### src/ui_relay_defs.vh
`ifndef UI_RELAY_DEFS_VH
`define UI_RELAY_DEFS_VH

// ****************************************************************
// Address field layout (52 bits: 6-byte callsign + 4-bit identifier)
// ****************************************************************
`define CALL_W 48
`define SSID_W 4
`define ADDR_W 52
`define MAX_RPT 8
`define SPECIAL_N 4
`define HIST_DEPTH 64
`define CRC_W 16
`define CRC_INIT 16'hFFFF
`define CRC_POLY 16'h8408

// ****************************************************************
// Timing: one second of hold ticks at 100 MHz
// ****************************************************************
`define CLK_HZ 100000000
`define SEC_NS 1000000000
`define SEC_CYCLES (`SEC_NS / 10)
`define FLOOD_HOLD_DEF 8'h1E
`define TRACE_HOLD_DEF 8'h1E

// ****************************************************************
// Relay kinds
// ****************************************************************
`define KIND_NONE 3'h0
`define KIND_SPECIAL 3'h1
`define KIND_FLOOD 3'h2
`define KIND_TRACE 3'h3
`define KIND_GATE 3'h4

`endif

### src/dup_history.v
`timescale 1ns/1ps
`default_nettype none
`include "ui_relay_defs.vh"

// ****************************************************************
// Duplicate checksum history with per-entry expiry
// ****************************************************************
module dup_history #(
    parameter DEPTH = `HIST_DEPTH,
    parameter AW = 6,
    parameter CW = `CRC_W
) (
    input wire clk_i,
    input wire rst_n_i,
    input wire tick_i,
    input wire lookup_i,
    input wire [CW-1:0] crc_i,
    input wire insert_i,
    input wire [7:0] hold_i,
    output reg hit_o
);

    reg [CW-1:0] sum_q [0:DEPTH-1]; // Stored checksums
    reg [7:0] life_q [0:DEPTH-1]; // Remaining seconds, 0 means empty
    reg [AW-1:0] wr_q; // Oldest slot pointer
    wire [DEPTH-1:0] match_w; // Per-entry comparator

    genvar g;
    generate
        for (g = 0; g < DEPTH; g = g + 1) begin : g_ent
            assign match_w[g] = (life_q[g] != 8'h00) && (sum_q[g] == crc_i);
            // Count down, free on expiry, load on insert
            always @(posedge clk_i) begin
                if (!rst_n_i) begin
                    life_q[g] <= 8'h00;
                    sum_q[g] <= {CW{1'b0}};
                end else if (insert_i && (wr_q == g)) begin
                    life_q[g] <= hold_i;
                    sum_q[g] <= crc_i;
                end else if (tick_i && (life_q[g] != 8'h00)) begin
                    life_q[g] <= life_q[g] - 8'h01;
                end
            end
        end
    endgenerate

    // Ring pointer: a full history overwrites its oldest entry
    always @(posedge clk_i) begin
        if (!rst_n_i) begin
            wr_q <= {AW{1'b0}};
            hit_o <= 1'b0;
        end else begin
            if (insert_i && (hold_i != 8'h00)) begin
                wr_q <= wr_q + {{(AW-1){1'b0}}, 1'b1};
            end
            hit_o <= lookup_i && (|match_w);
        end
    end

endmodule
`default_nettype wire

### src/ui_frame_digipeater.v
`timescale 1ns/1ps
`default_nettype none
`include "ui_relay_defs.vh"

module ui_frame_digipeater #(
    parameter SEC_CYCLES = `SEC_CYCLES
) (
    input wire clk_i,
    input wire rst_n_i,
    // Received frame header summary from the frame receiver
    input wire hdr_valid_i,
    input wire rx_port_i,
    input wire is_ui_i,
    input wire [`CALL_W-1:0] src_call_i,
    input wire [`CALL_W-1:0] next_call_i,
    input wire [`SSID_W-1:0] next_ssid_i,
    input wire [3:0] next_index_i,
    input wire [3:0] rpt_count_i,
    input wire own_in_path_i,
    input wire [`CRC_W-1:0] frame_crc_i,
    // Configuration
    input wire [`CALL_W-1:0] own_callsign_i,
    input wire [`CALL_W-1:0] gateway_alias_i,
    input wire [1:0] port_gateway_enable_i,
    input wire [1:0] list_op_i,
    input wire list_port_i,
    input wire [`CALL_W-1:0] list_call_i,
    input wire flood_en_i,
    input wire [`CALL_W-1:0] flood_alias_relay_i,
    input wire [2:0] flood_alias_len_i,
    input wire no_callsign_insert_i,
    input wire trace_en_i,
    input wire [`CALL_W-1:0] trace_alias_relay_i,
    input wire [2:0] trace_alias_len_i,
    input wire [7:0] relay_duplicate_hold_i,
    input wire [7:0] flood_hold_i,
    input wire [7:0] trace_hold_i,
    input wire special_wait_i,
    // Unconnected-mode path
    input wire path_none_i,
    input wire path_send_i,
    input wire path_beacon_i,
    // Relay decision and unconnected-mode send gate to the transmit queues
    output reg dec_valid_o,
    output reg dec_relay_o,
    output reg [2:0] dec_kind_o,
    output reg dec_tx_port_o,
    output reg [`CALL_W-1:0] dec_call_o,
    output reg [`SSID_W-1:0] dec_ssid_o,
    output reg dec_hbit_o,
    output reg [3:0] dec_index_o,
    output reg dec_insert_o,
    output reg dec_append_o,
    output reg dec_wait_o,
    output reg ucon_send_o,
    output reg ucon_ui_o,
    output reg ucon_retry_o
);

    // ************************************************************
    // Special relay callsign lists
    // ************************************************************
    reg [`CALL_W-1:0] list_call_q [0:7]; // Two ports times four entries
    reg [7:0] list_used_q; // Occupied flags
    wire [2:0] list_base_w; // First slot of the addressed port
    wire [7:0] list_hit_w; // Entry matches add or remove call
    reg [2:0] free_slot_w; // First free entry of the port
    reg free_any_w; // Port has space
    integer i;

    assign list_base_w = {list_port_i, 2'b00};

    genvar g;
    generate
        for (g = 0; g < 8; g = g + 1) begin : g_cmp
            assign list_hit_w[g] = list_used_q[g] && (list_call_q[g] == list_call_i);
        end
    endgenerate

    // Locate a free entry on the addressed port
    always @* begin
        free_slot_w = 3'h0;
        free_any_w = 1'b0;
        for (i = `SPECIAL_N - 1; i >= 0; i = i - 1) begin
            if (!list_used_q[list_base_w + i[2:0]]) begin
                free_slot_w = list_base_w + i[2:0];
                free_any_w = 1'b1;
            end
        end
    end

    // List edit: 1 clear, 2 add, 3 remove
    always @(posedge clk_i) begin
        if (!rst_n_i) begin
            list_used_q <= 8'h00;
            for (i = 0; i < 8; i = i + 1) begin
                list_call_q[i] <= {`CALL_W{1'b0}};
            end
        end else begin
            case (list_op_i)
                2'h1: begin
                    list_used_q[list_base_w +: 4] <= 4'h0;
                end
                2'h2: begin
                    if (free_any_w && !(|list_hit_w[list_base_w +: 4])) begin
                        list_used_q[free_slot_w] <= 1'b1;
                        list_call_q[free_slot_w] <= list_call_i;
                    end
                end
                2'h3: begin
                    list_used_q[list_base_w +: 4] <=
                        list_used_q[list_base_w +: 4] & ~list_hit_w[list_base_w +: 4];
                end
                default: begin
                end
            endcase
        end
    end

    // ************************************************************
    // Address classification
    // ************************************************************
    reg special_hit_w; // Next call is a special relay callsign
    wire [2:0] port_base_w; // Receive port list base
    wire flood_hit_w; // Alias plus digit with id 1-7
    wire trace_hit_w; // Trace alias plus digit with id 1-7
    wire gate_hit_w; // Gateway alias

    assign port_base_w = {rx_port_i, 2'b00};

    // Compare against the receive port's special list
    always @* begin
        special_hit_w = 1'b0;
        for (i = 0; i < `SPECIAL_N; i = i + 1) begin
            // Inline compare keeps every read in the sensitivity list
            if (list_used_q[port_base_w + i[2:0]] &&
                (list_call_q[port_base_w + i[2:0]] == next_call_i)) begin
                special_hit_w = 1'b1;
            end
        end
    end

    // Alias of len chars (left-justified), then digit '1'..'7', then spaces
    function alias_match;
        input [`CALL_W-1:0] call;
        input [`CALL_W-1:0] alias_call;
        input [2:0] len;
        input [`SSID_W-1:0] ssid;
        reg [7:0] c;
        reg ok;
        integer j;
        begin
            ok = (len != 3'h0) && (len <= 3'h5);
            ok = ok && (ssid >= 4'h1) && (ssid <= 4'h7);
            for (j = 0; j < 6; j = j + 1) begin
                c = call[`CALL_W-1-8*j -: 8];
                if (j < len) begin
                    ok = ok && (c == alias_call[`CALL_W-1-8*j -: 8]);
                end else if (j == len) begin
                    ok = ok && (c >= 8'h31) && (c <= 8'h37);
                end else begin
                    ok = ok && (c == 8'h20);
                end
            end
            alias_match = ok;
        end
    endfunction

    assign flood_hit_w = flood_en_i &&
        alias_match(next_call_i, flood_alias_relay_i, flood_alias_len_i, next_ssid_i);
    assign trace_hit_w = trace_en_i &&
        alias_match(next_call_i, trace_alias_relay_i, trace_alias_len_i, next_ssid_i);
    assign gate_hit_w = (next_call_i == gateway_alias_i);

    // ************************************************************
    // Hold tick and duplicate history
    // ************************************************************
    reg [31:0] sec_cnt_q; // Cycles within the current second
    reg tick_q; // One pulse per second

    // Second divider for the hold timers
    always @(posedge clk_i) begin
        if (!rst_n_i) begin
            sec_cnt_q <= 32'h0;
            tick_q <= 1'b0;
        end else if (sec_cnt_q == SEC_CYCLES - 1) begin
            sec_cnt_q <= 32'h0;
            tick_q <= 1'b1;
        end else begin
            sec_cnt_q <= sec_cnt_q + 32'h1;
            tick_q <= 1'b0;
        end
    end

    reg [2:0] kind_w; // Classified relay kind
    reg [7:0] hold_w; // Hold time for the kind
    reg pend_q; // Frame awaiting history answer
    reg [2:0] kind_q;
    reg port_q;
    reg [`CALL_W-1:0] call_q;
    reg [`SSID_W-1:0] ssid_q;
    reg [3:0] index_q;
    reg [3:0] rpt_q;
    reg [`CRC_W-1:0] crc_q;
    reg [7:0] hold_q;
    wire dup_hit_w; // History answer, one cycle after lookup
    wire insert_w; // Record a relayed frame

    // Pick the kind; own callsign in path blocks special and trace
    always @* begin
        kind_w = `KIND_NONE;
        hold_w = relay_duplicate_hold_i;
        if (!is_ui_i) begin
            kind_w = `KIND_NONE;
        end else if (gate_hit_w) begin
            kind_w = `KIND_GATE;
        end else if (special_hit_w && !own_in_path_i) begin
            kind_w = `KIND_SPECIAL;
        end else if (flood_hit_w) begin
            kind_w = `KIND_FLOOD;
            hold_w = flood_hold_i;
        end else if (trace_hit_w && !own_in_path_i) begin
            kind_w = `KIND_TRACE;
            hold_w = trace_hold_i;
        end
    end

    assign insert_w = pend_q && !dup_hit_w && (hold_q != 8'h00) &&
        (kind_q != `KIND_NONE) && (kind_q != `KIND_GATE);

    dup_history #(
        .DEPTH(`HIST_DEPTH),
        .AW(6),
        .CW(`CRC_W)
    ) u_hist (
        .clk_i(clk_i),
        .rst_n_i(rst_n_i),
        .tick_i(tick_q),
        .lookup_i(hdr_valid_i && (hold_w != 8'h00)),
        .crc_i(pend_q ? crc_q : frame_crc_i),
        .insert_i(insert_w),
        .hold_i(hold_q),
        .hit_o(dup_hit_w)
    );

    // ************************************************************
    // Decision stage
    // ************************************************************
    // Capture the header, then issue the decision one cycle later
    always @(posedge clk_i) begin
        if (!rst_n_i) begin
            pend_q <= 1'b0;
            kind_q <= `KIND_NONE;
            port_q <= 1'b0;
            call_q <= {`CALL_W{1'b0}};
            ssid_q <= 4'h0;
            index_q <= 4'h0;
            rpt_q <= 4'h0;
            crc_q <= `CRC_INIT;
            hold_q <= 8'h00;
        end else begin
            pend_q <= hdr_valid_i;
            if (hdr_valid_i) begin
                kind_q <= kind_w;
                port_q <= rx_port_i;
                call_q <= next_call_i;
                ssid_q <= next_ssid_i;
                index_q <= next_index_i;
                rpt_q <= rpt_count_i;
                crc_q <= frame_crc_i;
                hold_q <= hold_w;
            end
        end
    end

    // Build the rewrite instructions for the transmit queue
    always @(posedge clk_i) begin
        if (!rst_n_i) begin
            dec_valid_o <= 1'b0;
            dec_relay_o <= 1'b0;
            dec_kind_o <= `KIND_NONE;
            dec_tx_port_o <= 1'b0;
            dec_call_o <= {`CALL_W{1'b0}};
            dec_ssid_o <= 4'h0;
            dec_hbit_o <= 1'b0;
            dec_index_o <= 4'h0;
            dec_insert_o <= 1'b0;
            dec_append_o <= 1'b0;
            dec_wait_o <= 1'b0;
        end else begin
            dec_valid_o <= pend_q;
            dec_kind_o <= kind_q;
            dec_index_o <= index_q;
            dec_tx_port_o <= port_q;
            dec_call_o <= call_q;
            dec_ssid_o <= ssid_q;
            dec_hbit_o <= 1'b0;
            dec_insert_o <= 1'b0;
            dec_append_o <= 1'b0;
            dec_wait_o <= 1'b1;
            dec_relay_o <= 1'b0;
            case (kind_q)
                `KIND_SPECIAL: begin
                    dec_relay_o <= !dup_hit_w;
                    dec_call_o <= own_callsign_i;
                    dec_hbit_o <= 1'b1;
                    dec_wait_o <= special_wait_i;
                end
                `KIND_FLOOD: begin
                    dec_relay_o <= !dup_hit_w;
                    dec_ssid_o <= ssid_q - 4'h1;
                    dec_append_o <= !no_callsign_insert_i;
                    dec_wait_o <= special_wait_i;
                end
                `KIND_TRACE: begin
                    dec_relay_o <= !dup_hit_w;
                    dec_ssid_o <= ssid_q - 4'h1;
                    dec_insert_o <= (rpt_q < 4'h8);
                    dec_wait_o <= special_wait_i;
                end
                `KIND_GATE: begin
                    dec_relay_o <= port_gateway_enable_i[port_q];
                    dec_tx_port_o <= ~port_q;
                end
                default: begin
                    dec_relay_o <= 1'b0;
                end
            endcase
        end
    end

    // ************************************************************
    // Unconnected-mode send gate
    // ************************************************************
    // Path none blocks all but beacon frames
    always @(posedge clk_i) begin
        if (!rst_n_i) begin
            ucon_send_o <= 1'b0;
            ucon_ui_o <= 1'b1;
            ucon_retry_o <= 1'b0;
        end else begin
            ucon_send_o <= path_beacon_i || (path_send_i && !path_none_i);
            ucon_ui_o <= 1'b1;
            ucon_retry_o <= 1'b0;
        end
    end

endmodule
`default_nettype wire

### config.mk
export PLATFORM = sky130hd
export DESIGN_NAME = ui_frame_digipeater
export DESIGN_NICKNAME = d
export VERILOG_FILES = /design/src/dup_history.v /design/src/ui_frame_digipeater.v
export VERILOG_INCLUDE_DIRS = /design/src
export SDC_FILE = /design/constraint.sdc
export NUM_CORES = 2
export LEC_CHECK = 0
export ABC_AREA = 1
export BUFFER_PORTS_ARGS = -buffer_cell sky130_fd_sc_hd__buf_2
export CAP_MARGIN = 5
export CELL_PAD_IN_SITES_DETAIL_PLACEMENT = 1
export CELL_PAD_IN_SITES_GLOBAL_PLACEMENT = 2
export CORE_UTILIZATION = 35
export DETAILED_ROUTE_END_ITERATION = 6
export GPL_TIMING_DRIVEN = 0
export PLACE_DENSITY = 0.73
export SLEW_MARGIN = 15
export SYNTH_ARGS = -nofsm -noshare
export SYNTH_HDL_FRONTEND = slang
export SYNTH_HIERARCHICAL = 1
export SYNTH_SLANG_ARGS = --single-unit
### constraint.sdc
create_clock -name clk_i -period 10.5 [get_ports clk_i]
set_clock_uncertainty 0.2 [all_clocks]
set_input_delay 0.525 -clock clk_i [delete_from_list [all_inputs] [get_ports clk_i]]
set_output_delay 0.525 -clock clk_i [all_outputs]
set_load 0.005 [all_outputs]
# [Yosys cells after proc, flatten, opt, wreduce, memory -nomap -nowiden]
# Memory sizes are Yosys's and may differ from the RTL's.
# Cells that the tools add are included.
[classes] addsub=74 n_lt_le_gt_ge=40 n_eq_ne=178 shifts=5 n_mux=726 bitwise=197 n_reduce_logical=360
[op_table] cell="$mux 8" n=134
[op_table] cell="$mux 16" n=65
[op_table] cell="$eq 16x16->1" n=64
[op_table] cell="$eq 48x48->1" n=13
[op_table] cell="$reduce_bool 8->1" n=66
[op_table] cell="$sub 8x1->8 const B" n=64
[op_table] cell="$mux 1" n=503
[op_table] cell="$logic_and 1x1->1" n=272
[op_table] cell="$eq 6x6->1 const B" n=32
[op_table] cell="$or 1x1->1" n=192
[op_table] cell="$eq 6x5->1 const B" n=16
[op_table] cell="$eq 8x8->1" n=12
[op_table] cell="$mux 48" n=2
[op_table] cell="$reduce_or 64->1" n=1
[op_table] cell="$eq 6x4->1 const B" n=8
[op_table] cell="$eq 8x6->1 const B" n=6
[op_table] cell="$ge 8x6->1 const B" n=6
[op_table] cell="$le 8x6->1 const B" n=6
[op_table] cell="$reduce_or 48->1" n=1
[op_table] cell="$lt 3x4->1 const B" n=9
[op_table] cell="$add 32x1->32 const B" n=1
[op_table] cell="$eq 32x27->1 const B" n=1
[op_table] cell="$eq 6x3->1 const B" n=4
[op_table] cell="$pmux 8 s3" n=1
[op_table] cell="other kinds (50)" n=101
[word_totals] register_bits=204 mem_bits_rw=1920 inputBits=412 out_inout_bits=69 mem_count=3
[memory_table] memory="u_hist.sum_q" words=64 width=16 rd=64 rd_clocked_by_memory_dff=0 write_ports=64 line="dup_history.v:23" text="reg [CW-1:0] sum_q [0:DEPTH-1];"
[memory_table] memory="u_hist.life_q" words=64 width=8 rd=64 rd_clocked_by_memory_dff=0 write_ports=64 line="dup_history.v:24" text="reg [7:0] life_q [0:DEPTH-1];"
[memory_table] memory="list_call_q" words=8 width=48 rd=12 rd_clocked_by_memory_dff=0 write_ports=8 line="ui_frame_digipeater.v:63" text="reg [`CALL_W-1:0] list_call_q [0:7];"

# [Logic depth before layout (Yosys ltp)]
[logic_depth] depth_word=38 ltp_mapped=26

# [Hierarchy]
# Netlist, hierarchy kept.
[modules_own_cells] mod="dup_history" instances=1 cells_each=8794 area_per_inst_um2=82303.9 seq_area_each_um2=46264.4
[modules_own_cells] mod="ui_frame_digipeater" instances=1 cells_each=4721 area_per_inst_um2=34593.2 seq_area_each_um2=15414.8

# [Worst setup path after synthesis]
# OpenSTA, ideal clock, no wires.
[synth_timing] path_kind="in2reg" start="in list_call_i[11]" end="mem list_call_q[5][0] in the netlist's numbering (enable)" arrival_ns=3.208 required_time_ns=9.893 setup_slack_ns=6.686 stages=16 path_cell_list="buf_2 > inv_1 > buf_2 > o21ai_0 > a221oi_1 > nand3_1 > nor2_1 > nand2_1 > nand2_1 > nor2_1 > nand3_2 > nor2_8 > nand2_2 > buf_4 > buf_4 > nand2_1"
[synth_rtl] item="from (decl)" line="ui_frame_digipeater.v:27" text="input wire [`CALL_W-1:0] list_call_i,"
[synth_rtl] item="to (decl)" line="ui_frame_digipeater.v:63"

# [Worst setup path in the final report]
[layout_timing] start="reg pend_q" end="reg u_hist.hit_o"
[layout_between] elab_chain_cells=5
[layout_lines] item="from (decl)" line="ui_frame_digipeater.v:197" text="reg pend_q;"
[layout_lines] item="from (signal assigned)" line="ui_frame_digipeater.v:262" text="pend_q <= hdr_valid_i;"
[layout_lines] item="$mux 16 *" line="ui_frame_digipeater.v:240" text=".crc_i(pend_q ? crc_q : frame_crc_i),"
[layout_lines] item="$eq 16x16->1" line="dup_history.v:31" text="assign match_w[g] = (life_q[g] != 8'h00) && (sum_q[g] == crc_i);"
[layout_lines] item="$logic_and 1x1->1" line="dup_history.v:31"
[layout_lines] item="$reduce_or 64->1 *" line="dup_history.v:56" text="hit_o <= lookup_i && (|match_w);"
[layout_lines] item="$logic_and 1x1->1 *" line="dup_history.v:56"
[layout_lines] item="to (signal assigned)" line="dup_history.v:56"
[layout_lines] item="to (decl)" line="dup_history.v:20" text="output reg hit_o"
# Every way passes the cells marked *; elsewhere a longest branch is shown, timed or not.
# A chain may end at the register's enable or synchronous reset.

==> metrics <==
Critical Path End u_hist/hit_o$_SDFF_PN0_; worst path cell trace clkbuf_1 > clkinv_1 > nand2_1 > nand2_1 > inv_1 > clkbuf_1 > nand2_1 > nand2_1 > nor2_1 > nand2_1 > nor2_1 > nand3_1 > nand2_1 > nor2_1 > nand2_1 > nor2_1 > nand2_1 > nor2_1 > nor2_1; max incr delay on CP 0.97 ns; detailed-route wire length 637200 microns; Pwr Total 22.29 mW; # nets final 14.81k; wire per inst 33.79 microns; Slew Viols, Final 0; total via count in the routed design 106.5k; Worst Max-Slew Pin Slew 1.363 ns; RSZ-0062 raised after global routing false; Mapped Nets 14.06k; Worst Setup End Kind flip-flop; Post-synth EDFFs 1920; Worst setup startpoint pend_q$_SDFF_PN0_; simple-gate share of the synthesized area 0.2341; H-tree depth 5; DR vias/cell 5.649; gate count of the mapped netlist 13.52k; gr busiest metal met2; DIE WIDTH 579.9 microns; register bit count reported by yosys 2121; pin count of the biggest net entering global routing 49; largest family of logic cells by synthesized area simple AND/OR/NAND/NOR gates; worst reg2reg path startpoint pend_q$_SDFF_PN0_; sequential area share after synthesis 0.5276; via count of the first global-routing pass 103.4k; DIE AREA 336300 sq um; CTS Sinks 2121; reg2reg path depth 19; IO buf count 361; Crit Reg-Reg Endpoint u_hist/hit_o$_SDFF_PN0_; Async SR Flop Fraction 0; Synth Flop Type edfxtp_1; Synth Area in Compound Gates 0.05977; Yosys cell types 62; layout cells sized above 1 0.08836; Post-DRT Antenna Nets 0; Final period util 0.5401; initial antenna violation count 56; r2r setup slk 4.83 ns; Clock Path Buffers 4; Yosys Warn Count 6; CP Max Fanout 10; multiplexer area fraction after synthesis 0; Worst slew margin 0.09144; DR DRC count 0; DR pass1 iterations 6; post-synth design cell area 116900 sq um; Worst-path clk slew 0.06 ns; CP Data Required Time 11.15 ns; max-cap viol count 0; maximum clock frequency 176.3 MHz; first-pass GRT wire length 850800 microns; met3 usage 0.08516; cts bufs inserted 270; core area 331300 sq um; worst hold stages 3; Lkg Pwr 54.76 nW; GRT met2 Usage 0.5521; GR Util met1 0.4897; CTS tree yes; minimum clock period 5.671 ns; crit start category flip-flop; Worst Path Arrival 6.32 ns; most used cell, CP nand2_1; GRT Overall Usage 0.3669; status complete, no violations; Ports 481; GRT overflow 0; initial cell density of the core 0.3528; Hold WC Path Type input pin to flip-flop; Detailed Place HPWL 485500 microns; # rows 211; Final Hold Viols 0; Util after Layout 0.4046; Starting DRT DRC Count 12.81k; clk root buf clkbuf_16; Final GP Congestion 1.048; Max rail drop VDD 0.1282 mV; Pwr per Cell Area 166.3 nW/um^2; Worst-Skew Late Latency 1.01 ns; crit path max-delay cell type clkbuf_1; area delta synth->final 14.67%; Mapped Avg Cell Area 8.649 sq um; Die Y 579.9 microns; min-delay src list_call_i[28]; Final setup viols 0; Post-Synth XOR/XNOR Area 0.09613; adder-cell area share of the yosys netlist 0.01434; post-route setup TNS 0 ns; crit path kind flip-flop to flip-flop
-- layer usage --
metal	routed length, microns	vias to the layer above
met5	151	-
met4	38850	24
met3	61010	1289
met2	273300	5338
met1	263900	54407
li1	-	45463
-- cells in the mapped netlist (5+ instances only) --
| cell type | instances | area, sq um |
|---|---|---|
| edfxtp_1 | 1920 | 57660 |
| o2bb2ai_1 | 7 | 61.31 |
| nand3b_1 | 6 | 45.04 |
| o21ai_0 | 545 | 2728 |
| a22o_1 | 7 | 61.31 |
| nand2_1 | 3077 | 11550 |
| nand2_2 | 6 | 37.54 |
| a21oi_1 | 172 | 860.8 |
| inv_1 | 1034 | 3881 |
| nor4_1 | 34 | 212.7 |
| clkbuf_1 | 333 | 1250 |
| dfxtp_1 | 201 | 4024 |
| inv_2 | 110 | 412.9 |
| ha_1 | 134 | 1677 |
| nor3b_1 | 38 | 285.3 |
| xnor2_1 | 630 | 5518 |
| buf_2 | 193 | 965.9 |
| buf_6 | 46 | 518.0 |
| nand3_1 | 508 | 2542 |
| o21a_1 | 8 | 60.06 |
| xor2_1 | 653 | 5719 |
| o2111ai_1 | 9 | 78.83 |
| nor2_1 | 2837 | 10650 |
| nand3_2 | 6 | 60.06 |
| a221oi_1 | 17 | 148.9 |
| o22ai_1 | 285 | 1783 |
| nand4_1 | 131 | 819.5 |
| a32o_1 | 5 | 50.05 |
| or2_2 | 25 | 156.4 |
| nor3_1 | 141 | 705.7 |
| buf_1 | 40 | 150.1 |
| nor2_2 | 14 | 87.58 |
| a211oi_1 | 17 | 127.6 |
| buf_4 | 93 | 698.2 |
| o21ai_1 | 151 | 755.7 |
| clkinv_1 | 19 | 71.32 |
| a31oi_1 | 7 | 43.79 |
| o211ai_1 | 17 | 127.6 |
| or2_1 | 7 | 43.79 |
-- power breakdown --
group,internal [mW],total (mW),switching [mW]
combinational,0.797,3.18,2.39
clock,5.34,9.28,3.94
sequential,9.55,9.83,0.279
-- metrics by stage --
stage | area [sq um] | std cells | worst slack [ns] | hold WS (ns)
after global routing | 134000 | 18838 | 4.838 | 0.08706
after CTS | 134000 | 18829 | 4.988 | 0.05093
after detailed placement | 124500 | 18256 | 4.758 | 0.2182
after floorplan | 116900 | 13515 | 6.686 | 0.1954
after global placement | 124200 | 18242 | 2.412 | 0.2180
final | 134000 | 18856 | 4.829 | 0.08258
-- flip-flops by register name (all words and copies together) (netlist names), 3 cells and up --
signal         count
dec_index_o        4
u_hist/sum_q    1024
sec_cnt_q         32
dec_call_o        48
dec_ssid_o         4
crc_q             16
u_hist/life_q    512
ssid_q             4
hold_q             8
dec_kind_o         3
call_q            48
list_used_q        8
u_hist/wr_q        6
index_q            4
kind_q             3
list_call_q      384
-- worst min-delay path by stage --
stage                                            end  slack [ns]
finish              list_call_q[5][28]$_SDFFCE_PN0P_        0.08
CTS                           kind_q[2]$_SDFFE_PN0P_        0.05
floorplan                    dec_insert_o$_SDFF_PN0_        0.20
global placement             dec_insert_o$_SDFF_PN0_        0.22
global route                 call_q[45]$_SDFFE_PN0P_        0.09
detailed placement         dec_index_o[3]$_SDFF_PN0_        0.22
-- final cells by class --
cell class | count | area, sq um
Clock buffer | 354 | 7386
Sequential cell | 2121 | 61680
Inverter | 1163 | 4365
Antenna cell | 27 | 67.56
Buffer | 705 | 3621
Tap cell | 4366 | 5463
Clock inverter | 116 | 1032
Multi-Input combinational cell | 9526 | 47340
Fill cell | 38810 | 197300
Timing Repair Buffer | 478 | 3093
-- cells by family (layout without fill, tap and decap cells) --
family,count (synthesis),after routing
other,2,29
AOI/OAI and AO/OA,1258,1258
adders and majority gates,134,134
DFF,2121,2121
buffers and inverters,1868,2816
xor gates and xnor gates,1283,1283
and+or+nand+nor,6849,6849
-- worst max-delay path: cells and delay by family, from the launching register on --
kind          cells  cell delay, ns
buf+inv           4            2.20
flops             1            0.31
simple gates     15            2.76
-- repair_timing --
action / CTS / global route
endpoints found under the hold margin: 135 / 0
buffers inserted: 0 / 0
gates resized for setup: 0 / 0
hold buffers: 103 / 0
-- cell usage in the layout (no fill, tap or decap), drive strengths merged, types with 27 or more instances in the layout --
master       netlist  layout
a21oi            173     173
buf              372     746
clkbuf           333     688
clkinv            19     105
dfxtp            201     201
diode              0      27
dlygate4sd3        0     103
edfxtp          1920    1920
ha               134     134
inv             1144    1156
nand2           3083    3083
nand3            515     515
nand4            131     131
nor2            2853    2853
nor3             143     143
nor3b             38      38
nor4              35      35
o21ai            697     697
o22ai            285     285
or2               36      36
xnor2            630     630
xor2             653     653
No activity file was read; power rests on OpenSTA's default activity.
